[config.mk]
export PLATFORM = sky130hd
export DESIGN_NAME = gegi_core
export DESIGN_NICKNAME = d
export VERILOG_FILES = /design/src/rtl/gegi_pkg.sv /design/src/rtl/gegi_core.sv
export SDC_FILE = /design/constraint.sdc
export NUM_CORES = 1
export LEC_CHECK = 0
export ABC_AREA = 1
export BUFFER_PORTS_ARGS = -buffer_cell sky130_fd_sc_hd__buf_2
export CAP_MARGIN = 40
export CORE_UTILIZATION = 50
export CTS_CLUSTER_SIZE = 40
export DETAILED_ROUTE_END_ITERATION = 8
export HOLD_SLACK_MARGIN = 0.05
export MAX_ROUTING_LAYER = met4
export PLACE_DENSITY = 0.75
export REMOVE_ABC_BUFFERS = 1
export SYNTH_ARGS = -nofsm -noshare
export SYNTH_HDL_FRONTEND = slang
export SYNTH_SLANG_ARGS = --single-unit
export TNS_END_PERCENT = 1
[constraint.sdc]
create_clock -name clock -period 1.4 [get_ports clock]
set_input_delay 0.21 -clock clock [delete_from_list [all_inputs] [get_ports clock]]
set_output_delay 0.21 -clock clock [all_outputs]
set_load 0.005 [all_outputs]
[src/rtl/gegi_pkg.sv]
// Constants for the guest event gating and injection block.
// Shared by the core module and any bench that drives its registers.
package gegi_pkg;
  // Register byte offsets on the register bus
  localparam logic [7:0] OFS_CTRL = 8'h00;
  localparam logic [7:0] OFS_DESC_LO = 8'h04;
  localparam logic [7:0] OFS_DESC_HI = 8'h08;
  localparam logic [7:0] OFS_STATUS = 8'h0c;
  localparam logic [7:0] OFS_EXIT_LO = 8'h10;
  localparam logic [7:0] OFS_EXIT_HI = 8'h14;
  localparam logic [7:0] OFS_CAP = 8'h18;
  // Control register fields
  localparam int CTRL_DPD = 0;
  localparam int CTRL_A20D = 1;
  localparam int CTRL_INIT_REDIR = 2;
  localparam int CTRL_MC_HOLD = 3;
  localparam logic [3:0] CTRL_RST = 4'h0;
  // Descriptor fields
  localparam int DESC_VEC_LSB = 0;
  localparam int DESC_TYPE_LSB = 8;
  localparam int DESC_EV = 11;
  localparam int DESC_VALID = 31;
  localparam logic [31:0] DESC_RST = 32'h0;
  // Event type codes
  localparam logic [2:0] TYPE_INTR = 3'h0;
  localparam logic [2:0] TYPE_NMI = 3'h2;
  localparam logic [2:0] TYPE_EXC = 3'h3;
  localparam logic [2:0] TYPE_SWINT = 3'h4;
  // Vectors with special meaning
  localparam logic [7:0] VEC_NMI = 8'h02;
  localparam logic [7:0] VEC_BP = 8'h03;
  localparam logic [7:0] VEC_OF = 8'h04;
  localparam logic [7:0] VEC_BR = 8'h05;
  localparam logic [7:0] VEC_EXC_LIMIT = 8'h20;
  // Pending event slots, lowest index has highest priority
  localparam int PEND_W = 6;
  localparam int PEND_MC = 0;
  localparam int PEND_XSMI = 1;
  localparam int PEND_INIT = 2;
  localparam int PEND_NMI = 3;
  localparam int PEND_INTR = 4;
  localparam int PEND_VIRTUAL_MASKABLE_INTERRUPT = 5;
  // Status register fields
  localparam int STAT_GATE = 0;
  localparam int STAT_NMIBLK = 1;
  localparam int STAT_PEND_LSB = 8;
  // Gate reset value and capability bit
  localparam logic GATE_RST = 1'b1;
  localparam logic NEXT_IP_SUPPORT = 1'b1;
endpackage

[src/rtl/gegi_core.sv]
// Global event gate, pending event holding and guest event injection.
// Assumes one 100 MHz clock, a classic Wishbone master and core
// event strobes on the same clock; the two pins pass a synchroniser.
//
// Contract
// - Gate set instruction sets, clear clears gate
// - Gate low drops breakpoint debug, I/O SMI
// - Gate low holds INIT, NMI, SMI, interrupts pending
// - Trace, reset, debug request, A20 ignore gate
// - Machine check gate low: hold or shutdown
// - Redirected INIT becomes security exception only gate high
// - Config bits alone govern debug request, A20
// - Hypervisor call unintercepted raises invalid opcode
// - Valid descriptor injects at entry before guest code
// - Injection recorded, intercepts only for secondary faults
// - Injected NMI leaves NMI blocking untouched
// - Impossible injected event exits with invalid state
// - Type 3 vector 3/4 acts as trap, DPL checked
// - Vector bits 7-0, type bits 10-8, NMI ignores vector
// - Inject only when descriptor valid bit 31 set
// - Types: 0 interrupt, 2 NMI, 3 exception, 4 soft
// - Reserved type or non-exception vector fails entry
// - Capability bit reports next instruction pointer support
//
// Our own choices: the Wishbone register port and the register offsets.
`timescale 1ns/1ps
module gegi_core (
  input wire logic clock,
  input wire logic rst,
  input wire logic [7:0] wbAdrI,
  input wire logic [31:0] wbDatI,
  output logic [31:0] wbDatO,
  input wire logic wbWeI,
  input wire logic [3:0] wbSelI,
  input wire logic wbCycI,
  input wire logic wbStbI,
  output logic wbAckO,
  input wire logic instrBoundary,
  input wire logic gateSetInstr,
  input wire logic gateClearInstr,
  input wire logic hypCallInstr,
  input wire logic hypCallIntercepted,
  input wire logic bpDebugEvent,
  input wire logic ioSmiEvent,
  input wire logic traceTrap,
  input wire logic invisibleEvent,
  input wire logic initEvent,
  input wire logic nmiEvent,
  input wire logic extSmiEvent,
  input wire logic intrEvent,
  input wire logic virtualMaskableInterrupt,
  input wire logic machineCheck,
  input wire logic nmiReturn,
  input wire logic debugRequestInput,
  input wire logic a20MaskPin,
  input wire logic guestEntry,
  input wire logic guestLongMode,
  input wire logic secondaryException,
  input wire logic secondaryIntercepted,
  output logic deliverBpDebug,
  output logic deliverIoSmi,
  output logic deliverTrace,
  output logic deliverInvisible,
  output logic deliverMachineCheck,
  output logic deliverExtSmi,
  output logic deliverInit,
  output logic deliverSecurityException,
  output logic deliverNmi,
  output logic deliverIntr,
  output logic deliverVintr,
  output logic shutdown,
  output logic deliverDebugReq,
  output logic a20MaskActive,
  output logic invalidOpcode,
  output logic injectValid,
  output logic [2:0] injectType,
  output logic [7:0] injectVector,
  output logic injectErrValid,
  output logic [31:0] injectErrCode,
  output logic injectTrapDplCheck,
  output logic entryInvalid,
  output logic secondaryExit
);
  ////////////////////////////////////////////////////////////////////////
  // Functions
  function automatic logic [31:0] gegi_merge(input logic [31:0] old,
      input logic [31:0] din, input logic [3:0] sel);
    logic [31:0] res;
    res = old;
    for (int i = 0; i < 4; i++) begin
      if (sel[i]) begin
        res[i*8 +: 8] = din[i*8 +: 8];
      end
    end
    return res;
  endfunction

  function automatic logic [5:0] gegi_first(input logic [5:0] x);
    return x & (6'((~x) + 6'h01));
  endfunction
  function automatic logic gegi_exc_vec(input logic [7:0] v);
    return (v < gegi_pkg::VEC_EXC_LIMIT) && (v != gegi_pkg::VEC_NMI);
  endfunction

  ////////////////////////////////////////////////////////////////////////
  // Declarations
  logic gate_reg;
  logic [3:0] ctrl_reg;
  logic [31:0] descLo_reg;
  logic [31:0] descHi_reg;
  logic [31:0] exitLo_reg;
  logic [31:0] exitHi_reg;
  logic [5:0] pend_reg;
  logic [5:0] pend_next;
  logic [5:0] newPend;
  logic [5:0] allowed;
  logic [5:0] take;
  logic nmiBlocked_reg;
  logic dbgMeta_reg;
  logic dbgSync_reg;
  logic a20Meta_reg;
  logic a20Sync_reg;
  logic ack_reg;
  logic [31:0] rdat_reg;
  logic busReq;
  logic [2:0] dType;
  logic [7:0] dVec;
  logic typeOk;
  logic eventOk;
  logic descValid;

  assign busReq = wbCycI && wbStbI && !ack_reg;
  assign wbAckO = ack_reg;
  assign wbDatO = rdat_reg;

  ////////////////////////////////////////////////////////////////////////
  // Register bus slave
  always_ff @(posedge clock) begin
    if (rst) begin
      ack_reg <= 1'b0;
    end else begin
      ack_reg <= busReq;
    end
  end

  always_ff @(posedge clock) begin
    if (rst) begin
      rdat_reg <= 32'h0;
    end else if (busReq && !wbWeI) begin
      unique case (wbAdrI)
        gegi_pkg::OFS_CTRL: rdat_reg <= {28'h0, ctrl_reg};
        gegi_pkg::OFS_DESC_LO: rdat_reg <= descLo_reg;
        gegi_pkg::OFS_DESC_HI: rdat_reg <= descHi_reg;
        gegi_pkg::OFS_STATUS: begin
          rdat_reg <= {18'h0, pend_reg, 6'h0, nmiBlocked_reg, gate_reg};
        end
        gegi_pkg::OFS_EXIT_LO: rdat_reg <= exitLo_reg;
        gegi_pkg::OFS_EXIT_HI: rdat_reg <= exitHi_reg;
        gegi_pkg::OFS_CAP:
          rdat_reg <= {31'h0, gegi_pkg::NEXT_IP_SUPPORT};
        default: rdat_reg <= 32'h0;
      endcase
    end
  end

  always_ff @(posedge clock) begin
    if (rst) begin
      ctrl_reg <= gegi_pkg::CTRL_RST;
      descLo_reg <= gegi_pkg::DESC_RST;
      descHi_reg <= gegi_pkg::DESC_RST;
    end else if (busReq && wbWeI) begin
      if (wbAdrI == gegi_pkg::OFS_CTRL && wbSelI[0]) begin
        ctrl_reg <= wbDatI[3:0];
      end
      if (wbAdrI == gegi_pkg::OFS_DESC_LO) begin
        descLo_reg <= gegi_merge(descLo_reg, wbDatI, wbSelI);
      end
      if (wbAdrI == gegi_pkg::OFS_DESC_HI) begin
        descHi_reg <= gegi_merge(descHi_reg, wbDatI, wbSelI);
      end
    end
  end

  ////////////////////////////////////////////////////////////////////////
  // Global event gate
  always_ff @(posedge clock) begin
    if (rst) begin
      gate_reg <= gegi_pkg::GATE_RST;
    end else if (gateSetInstr) begin
      gate_reg <= 1'b1;
    end else if (gateClearInstr) begin
      gate_reg <= 1'b0;
    end
  end

  ////////////////////////////////////////////////////////////////////////
  // Pin synchronisers, gate independent events and events the closed gate drops
  always_ff @(posedge clock) begin
    if (rst) begin
      dbgMeta_reg <= 1'b0;
      dbgSync_reg <= 1'b0;
      a20Meta_reg <= 1'b0;
      a20Sync_reg <= 1'b0;
    end else begin
      dbgMeta_reg <= debugRequestInput;
      dbgSync_reg <= dbgMeta_reg;
      a20Meta_reg <= a20MaskPin;
      a20Sync_reg <= a20Meta_reg;
    end
  end

  always_ff @(posedge clock) begin
    if (rst) begin
      deliverTrace <= 1'b0;
      deliverInvisible <= 1'b0;
      deliverDebugReq <= 1'b0;
      a20MaskActive <= 1'b0;
      deliverBpDebug <= 1'b0;
      deliverIoSmi <= 1'b0;
      invalidOpcode <= 1'b0;
    end else begin
      deliverTrace <= traceTrap;
      deliverInvisible <= invisibleEvent;
      deliverDebugReq <= dbgSync_reg && !ctrl_reg[gegi_pkg::CTRL_DPD];
      a20MaskActive <= a20Sync_reg && !ctrl_reg[gegi_pkg::CTRL_A20D];
      deliverBpDebug <= bpDebugEvent && gate_reg;
      deliverIoSmi <= ioSmiEvent && gate_reg;
      invalidOpcode <= hypCallInstr && !hypCallIntercepted;
    end
  end

  ////////////////////////////////////////////////////////////////////////
  // Held events and their delivery
  always_comb begin
    newPend = '0;
    newPend[gegi_pkg::PEND_MC] = machineCheck &&
        (gate_reg || ctrl_reg[gegi_pkg::CTRL_MC_HOLD]);
    newPend[gegi_pkg::PEND_XSMI] = extSmiEvent;
    newPend[gegi_pkg::PEND_INIT] = initEvent;
    newPend[gegi_pkg::PEND_NMI] = nmiEvent;
    newPend[gegi_pkg::PEND_INTR] = intrEvent;
    newPend[gegi_pkg::PEND_VIRTUAL_MASKABLE_INTERRUPT] = virtualMaskableInterrupt;
    allowed = pend_reg;
    allowed[gegi_pkg::PEND_NMI] = pend_reg[gegi_pkg::PEND_NMI] &&
        !nmiBlocked_reg;
    take = (gate_reg && instrBoundary) ? gegi_first(allowed) : 6'h00;
    pend_next = (pend_reg & ~take) | newPend;
  end
  always_ff @(posedge clock) begin
    if (rst) begin
      pend_reg <= '0;
    end else begin
      pend_reg <= pend_next;
    end
  end

  always_ff @(posedge clock) begin
    if (rst) begin
      deliverMachineCheck <= 1'b0;
      deliverExtSmi <= 1'b0;
      deliverInit <= 1'b0;
      deliverSecurityException <= 1'b0;
      deliverNmi <= 1'b0;
      deliverIntr <= 1'b0;
      deliverVintr <= 1'b0;
      shutdown <= 1'b0;
    end else begin
      deliverMachineCheck <= take[gegi_pkg::PEND_MC];
      deliverExtSmi <= take[gegi_pkg::PEND_XSMI];
      deliverInit <= take[gegi_pkg::PEND_INIT] &&
          !ctrl_reg[gegi_pkg::CTRL_INIT_REDIR];
      deliverSecurityException <= take[gegi_pkg::PEND_INIT] &&
          ctrl_reg[gegi_pkg::CTRL_INIT_REDIR];
      deliverNmi <= take[gegi_pkg::PEND_NMI];
      deliverIntr <= take[gegi_pkg::PEND_INTR];
      deliverVintr <= take[gegi_pkg::PEND_VIRTUAL_MASKABLE_INTERRUPT];
      shutdown <= machineCheck && !gate_reg &&
          !ctrl_reg[gegi_pkg::CTRL_MC_HOLD];
    end
  end

  always_ff @(posedge clock) begin
    if (rst) begin
      nmiBlocked_reg <= 1'b0;
    end else if (take[gegi_pkg::PEND_NMI]) begin
      nmiBlocked_reg <= 1'b1;
    end else if (nmiReturn) begin
      nmiBlocked_reg <= 1'b0;
    end
  end

  ////////////////////////////////////////////////////////////////////////
  // Injection descriptor decode
  assign dVec = descLo_reg[gegi_pkg::DESC_VEC_LSB +: 8];
  assign dType = descLo_reg[gegi_pkg::DESC_TYPE_LSB +: 3];
  assign descValid = descLo_reg[gegi_pkg::DESC_VALID];

  always_comb begin
    typeOk = 1'b0;
    eventOk = 1'b1;
    unique case (dType)
      gegi_pkg::TYPE_INTR: typeOk = 1'b1;
      gegi_pkg::TYPE_NMI: typeOk = 1'b1;
      gegi_pkg::TYPE_EXC: begin
        typeOk = gegi_exc_vec(dVec);
        eventOk = !(guestLongMode && dVec == gegi_pkg::VEC_BR);
      end
      gegi_pkg::TYPE_SWINT: typeOk = 1'b1;
      default: typeOk = 1'b0;
    endcase
  end

  always_ff @(posedge clock) begin
    if (rst) begin
      injectValid <= 1'b0;
      entryInvalid <= 1'b0;
      injectType <= 3'h0;
      injectVector <= 8'h00;
      injectErrValid <= 1'b0;
      injectErrCode <= 32'h0;
      injectTrapDplCheck <= 1'b0;
    end else begin
      injectValid <= guestEntry && descValid && typeOk && eventOk;
      entryInvalid <= guestEntry && descValid && !(typeOk && eventOk);
      if (guestEntry && descValid) begin
        injectType <= dType;
        injectVector <= (dType == gegi_pkg::TYPE_NMI) ?
            gegi_pkg::VEC_NMI : dVec;
        injectErrValid <= descLo_reg[gegi_pkg::DESC_EV];
        injectErrCode <= descLo_reg[gegi_pkg::DESC_EV] ?
            descHi_reg : 32'h0;
        injectTrapDplCheck <= (dType == gegi_pkg::TYPE_EXC) &&
            (dVec == gegi_pkg::VEC_BP || dVec == gegi_pkg::VEC_OF);
      end
    end
  end

  always_ff @(posedge clock) begin
    if (rst) begin
      exitLo_reg <= 32'h0;
      exitHi_reg <= 32'h0;
    end else if (guestEntry && descValid && typeOk && eventOk) begin
      exitLo_reg <= descLo_reg;
      exitHi_reg <= descHi_reg;
    end
  end
  always_ff @(posedge clock) begin
    if (rst) begin
      secondaryExit <= 1'b0;
    end else begin
      secondaryExit <= secondaryException && secondaryIntercepted;
    end
  end

  ////////////////////////////////////////////////////////////////////////
  // Assertions
  gate_set_a: assert property (@(posedge clock) disable iff (rst)
      gateSetInstr |=> gate_reg) else $error("gate not set");
  gate_clr_a: assert property (@(posedge clock) disable iff (rst)
      gateClearInstr && !gateSetInstr |=> !gate_reg)
      else $error("gate not cleared");
  drop_bp_a: assert property (@(posedge clock) disable iff (rst)
      bpDebugEvent && !gate_reg |=> !deliverBpDebug)
      else $error("breakpoint event passed closed gate");
  hold_nmi_a: assert property (@(posedge clock) disable iff (rst)
      !gate_reg && nmiEvent |=> pend_reg[gegi_pkg::PEND_NMI] &&
      !deliverNmi) else $error("nmi not held");
  no_take_a: assert property (@(posedge clock) disable iff (rst)
      !gate_reg |=> !(deliverIntr || deliverVintr || deliverExtSmi))
      else $error("event taken with gate closed");
  trace_pass_a: assert property (@(posedge clock) disable iff (rst)
      traceTrap |=> deliverTrace) else $error("trace trap lost");
  mc_shut_a: assert property (@(posedge clock) disable iff (rst)
      machineCheck && !gate_reg && !ctrl_reg[gegi_pkg::CTRL_MC_HOLD]
      |=> shutdown) else $error("no shutdown");
  sx_gate_a: assert property (@(posedge clock) disable iff (rst)
      deliverSecurityException |-> $past(gate_reg))
      else $error("security exception with gate closed");
  dbg_dis_a: assert property (@(posedge clock) disable iff (rst)
      ctrl_reg[gegi_pkg::CTRL_DPD] |=> !deliverDebugReq)
      else $error("debug request with port disabled");
  hcall_ud_a: assert property (@(posedge clock) disable iff (rst)
      hypCallInstr && !hypCallIntercepted |=> invalidOpcode)
      else $error("missing invalid opcode");
  inj_fire_a: assert property (@(posedge clock) disable iff (rst)
      guestEntry && descValid && typeOk && eventOk |=> injectValid &&
      !entryInvalid) else $error("injection missing");
  inj_nmi_a: assert property (@(posedge clock) disable iff (rst)
      injectValid && injectType == gegi_pkg::TYPE_NMI &&
      !take[gegi_pkg::PEND_NMI] |=> !$rose(nmiBlocked_reg))
      else $error("injected nmi changed blocking");
  bad_type_a: assert property (@(posedge clock) disable iff (rst)
      guestEntry && descValid && dType > gegi_pkg::TYPE_SWINT
      |=> entryInvalid && !injectValid) else $error("reserved type taken");
  no_valid_a: assert property (@(posedge clock) disable iff (rst)
      guestEntry && !descValid |=> !injectValid && !entryInvalid)
      else $error("injection without valid bit");
endmodule

Yosys cells after proc, flatten, opt, wreduce, memory -nomap -nowiden. Index checks and enable logic that the tools add are counted.

Flip-flop bits (word level): 240. Output and inout bits: 96.

Add/subtract/negate cells: 1. Order comparisons: 1. Equality and inequality tests: 13. Multiplexer cells: 8. Bitwise operators: 5. Reductions and logical operators: 53.

Operators by type and width (number): 32-bit case mux with 7 select lines (1); 32-bit 2-to-1 mux (1); 1-bit logical AND (26); 8-bit by 3-bit == test with 1-bit output, second input constant (3); 8-bit by 5-bit == test with 1-bit output, second input constant (3); 3-bit AND reduction (8); 8-bit by 4-bit == test with 1-bit output, second input constant (2); 6-bit AND (2); 6-bit NOT (2); 1-bit zero test (11); 8-bit by 2-bit == test with 1-bit output, second input constant (1); 8-bit zero test (1); 8-bit by 6-bit less-than comparator with 1-bit output, second input constant (1); 8-bit 2-to-1 mux (1); 8-bit by 2-bit inequality test with 1-bit output, second input constant (1); 6-bit by 1-bit adder with 6-bit output, second input constant (1); 3-bit by 2-bit == test with 1-bit output, second input constant (2); 6-bit 2-to-1 mux (1); 6-bit bitwise OR (1); 3-bit == test, second input constant (1); 3-bit zero test (1); 1-bit 2-to-1 mux (3); 3-bit OR reduction (1); 1-bit logical OR (2); 4 further kinds (4).

Depth between registers and ports, before layout.
Word-level depth: 9. Mapped depth: 10. Depth with buffers taken out: 10.

Least setup slack after synthesis. No wires, ideal clock.

Path kind: register to register. Start point: register descLo_reg[3]. End point: register exitLo_reg[22]. Setup time: 0.113 ns. Arrival: 1.291 ns. Data required time: 1.287 ns. Path slack: -0.004 ns. Cell stages (with the launch flop): 10. Period minus slack after synthesis: 1.404 ns. Cell sequence: dfxtp_1 > inv_2 > nand3_1 > nor2_1 > a21boi_4 > nand3_4 > buf_6 > buf_6 > nor2_1 > nor2_1.

Word-level cells in the longest chain between the ends: 5. Elaborated cells between the ends (all ways): 10.

Ends and longest elaborated chain: from (decl) (RTL line gegi_core.sv:109) `logic [31:0] descLo_reg;`; from (signal assigned) (RTL line gegi_core.sv:169) `descLo_reg <= gegi_pkg::DESC_RST;`; from (signal assigned) (RTL line gegi_core.sv:176) `descLo_reg <= gegi_merge(descLo_reg, wbDatI, wbSelI);`; 8-bit by 6-bit less-than comparator with 1-bit output, or another cell as far along (RTL line gegi_core.sv:102) `return (v < gegi_pkg::VEC_EXC_LIMIT) && (v != gegi_pkg::VEC_NMI);`; 1-bit logical AND, on equally long branches (RTL line gegi_core.sv:102, gegi_core.sv:306); 1-bit case mux with 2 select lines or 1-bit zero test (tied branches) (RTL line gegi_core.sv:301, gegi_core.sv:306); 1-bit logical AND or 1-bit 2-to-1 mux (tied branches) (RTL line gegi_core.sv:342, gegi_core.sv:301); 1-bit logical AND (*) (RTL line gegi_core.sv:342) `end else if (guestEntry && descValid && typeOk && eventOk) begin`; to (signal assigned) (RTL line gegi_core.sv:343) `exitLo_reg <= descLo_reg;`; to (decl) (RTL line gegi_core.sv:111) `logic [31:0] exitLo_reg;`.

Mark *: on every way between the ends. The rest lies on a longest branch, timed or not. A chain may end at the register's enable or synchronous reset.

Worst setup path in the final report.
Start point: register descLo_reg[5]. End point: register exitLo_reg[18].

Same word-level chain as after synthesis.

==> flow_summary.yaml <==
cts:
  clk_pin_slew_worst_paths_ns: 0.06
  cts_sinks: 240
  h-tree-depth: 1
  cts_buffers: 26
  cts_tree: "built"
  cts_buffer_depth: 3
  insertion_delay_ns: 0.54
  cts_root_buffer: "clkbuf_16"
worst_setup_path:
  endpoint_kind: "register"
  cp.required_ns: 1.83
  critPathTopFamily: "simple AND/OR/NAND/NOR gates"
  r2r_cells: 9
  crit_slowest_cell: "dfxtp_4"
  cp_data_arrival_time_ns: 1.99
  path_class: "register to register"
  r2r_slack_ns: -0.16
  r2r_start: "descLo_reg[5]$_SDFFE_PP0P_"
  r2r-end: "exitLo_reg[18]$_SDFFE_PP0P_"
  path_buf_inv: 2
  worstPathMaxFanout: 20
  crit_cells: 9
  crit_path_start_kind: "register"
  path_cells: "nor2_2, nand2_2, nor2_2, o21ai_2, nand3_4, buf_6, clkbuf_16, nor2_1, nor2_1"
  cpPeakStageDelay_ns: 0.37
logic_synthesis:
  ys_types: 31
  ys_ff_latch: 240
  synth.avg_cell_area_um2: 7.00
  ys_seq_area_share_pct: 49.5
  async_flop_share_pct: 0
  synth_edf_count: 0
  synthCells: 1386
  syn-cell-area_um2: 9700
  ys.flop_type: "dfxtp_1"
  ys.warnings.count: 0
placement:
  dp_slack_ns: -0.241
  place_area_um2: 11300
  dp_hpwl_mm: 18.1
  port_buffers: 166
  gp_congestion: 0.851
global_route:
  gr-total-overflow: 0
  grt_max_degree: 69
  grt_pass1_wl_mm: 45.2
  antenna_found_initial: 0
  grt_pass1_vias: 9237
  track_usage_pct: 28.9
timing:
  setup_viol_count_final: 65
  hold_viol_final: 0
  slew_violations: 0
  fmax_mhz: 642
  rsz0062_at_grt: "true"
  clock-skew-final_ns: 0.0167
  fin_ws_ns: -0.158
  maxSlewHeadroom_pct: 66.6
  period_needed_ns: 1.56
  worstMarginPinSlew_ns: 0.501
  period_share_pct: 111
status:
  violations: "setup timing"
  status: "finished with violations"
cells_and_area:
  diodes: 0
  fin_area_um2: 13000
  utilization_pct: 69.3
  num-nets-final: 1728
  layout_commonest_cell: "nand2_1"
  fill_cells: 1534
  synthToLayoutAreaGrowth_pct: 34.5
  layout_common_cells: "nand2_1 (335), nor2_1 (250), dfxtp_1 (232)"
  drive_above_1_share_pct: 22.3
min_path:
  min_from: "rst"
  min_path_type: "primary input to register"
  whs_path_depth: 4
  hold_end: "injectTrapDplCheck$_SDFFE_PP0P_"
floorplan:
  die-area_um2: 20000
  die_y_um: 141
  rows: 50
  die_x_um: 141
  io_pins: 167
  initial_core_util_pct: 51.5
  core_um2: 18800
power_and_ir_drop:
  p_leak_uw: 0.00611
  peakVddDrop_uv: 871
  p_per_area_nw_per_um2: 1090
routing:
  drt_iter0_drc: 682
  vias_per_cell: 5.12
  route.vias.total: 9901
  antenna_left: 0
  drc: 0
  first_pass_iters: 6
  wl_mm: 28.9
  wl_per_cell_um: 14.9
job:
  drv_cap: 0
final cells by class:
class / instances / area (µm²) / area share (%)
Sequential cell: 240 / 4820 / 36.9
Multi-Input combinational cell: 961 / 4270 / 32.7
Timing Repair Buffer: 312 / 2360 / 18.1
Clock buffer: 35 / 734 / 5.63
Inverter: 116 / 445 / 3.41
Tap cell: 260 / 325 / 2.49
Clock inverter: 10 / 90.1 / 0.690
stage by stage:
step | setup TNS [ns] | hold slack [ns] | std cells | total power, µW
after floorplan | -230.24 | 0.279 | 1317 | 7230
after global placement | -17.25 | 0.367 | 1826 | 7550
after detailed placement | -20.49 | 0.374 | 1826 | 7560
after CTS | -6.52 | 0.0563 | 1928 | 14200
after global routing | -14.11 | 0.116 | 1934 | 14600
final | -6.94 | 0.0979 | 1934 | 14200
repair_timing:
item	4_1_cts	5_1_grt
hold buffers	53	0
pin swaps	2	8
gates cloned	1	3
setup buffers	3	3
resized for setup	15	64
endpoints found under the hold margin	87	0
endpoints found under the setup margin	120	169
cell usage after synthesis (2+ instances only):
master,n,area [µm²]
nor2_2,6,37.5
dfxtp_1,240,4800
buf_1,5,18.8
o21ai_0,133,666
a21oi_1,96,480
nor3_1,2,10.0
inv_2,5,18.8
inv_1,110,413
nor2_1,269,1010
nand4_1,4,25.0
nand2_1,345,1290
a211oi_1,2,15.0
nand3_1,82,410
o21ai_1,8,40.0
clkbuf_1,39,146
buf_6,6,67.6
buf_2,18,90.1
nand2_2,3,18.8
worst max path at each step:
stage | from | slack (ns) | to
2_1_floorplan | descLo_reg[31]$_SDFFE_PP0P_ | -1.36 | exitHi_reg[0]$_SDFFE_PP0P_
3_3_place_gp | wbAdrI[1] | -0.21 | descHi_reg[8]$_SDFFE_PP0P_
3_5_place_dp | wbAdrI[1] | -0.24 | descHi_reg[8]$_SDFFE_PP0P_
4_1_cts | descLo_reg[7]$_SDFFE_PP0P_ | -0.14 | exitHi_reg[11]$_SDFFE_PP0P_
5_1_grt | descLo_reg[4]$_SDFFE_PP0P_ | -0.25 | exitHi_reg[28]$_SDFFE_PP0P_
6_report | descLo_reg[5]$_SDFFE_PP0P_ | -0.16 | exitLo_reg[18]$_SDFFE_PP0P_
layer usage:
metal	wire length [µm]	track usage, %
met1	12300	36.7
met2	13800	47.8
met3	2030	3.78
met4	744	9.44
met5	0	-
worst register-to-register path, cell delays in order (launching register included):
cell and delay, ns:
dfxtp_4 0.37, nor2_2 0.05, nand2_2 0.09, nor2_2 0.06
o21ai_2 0.20, nand3_4 0.16, buf_6 0.18, clkbuf_16 0.18
nor2_1 0.11, nor2_1 0.06
power by group:
group          internal [µW]  switching [µW]  total, µW
Combinational            298             372        670
Clock                   3850            2750       6610
Sequential              6860            19.2       6880
Total                  11000            3140      14200
cells by family after synthesis:
logic type      synth area share (%)
simple gates                    29.6
compound gates                  13.0
flops                           49.5
buf+inv                         7.87
Power figures use the tool's default switching activity.
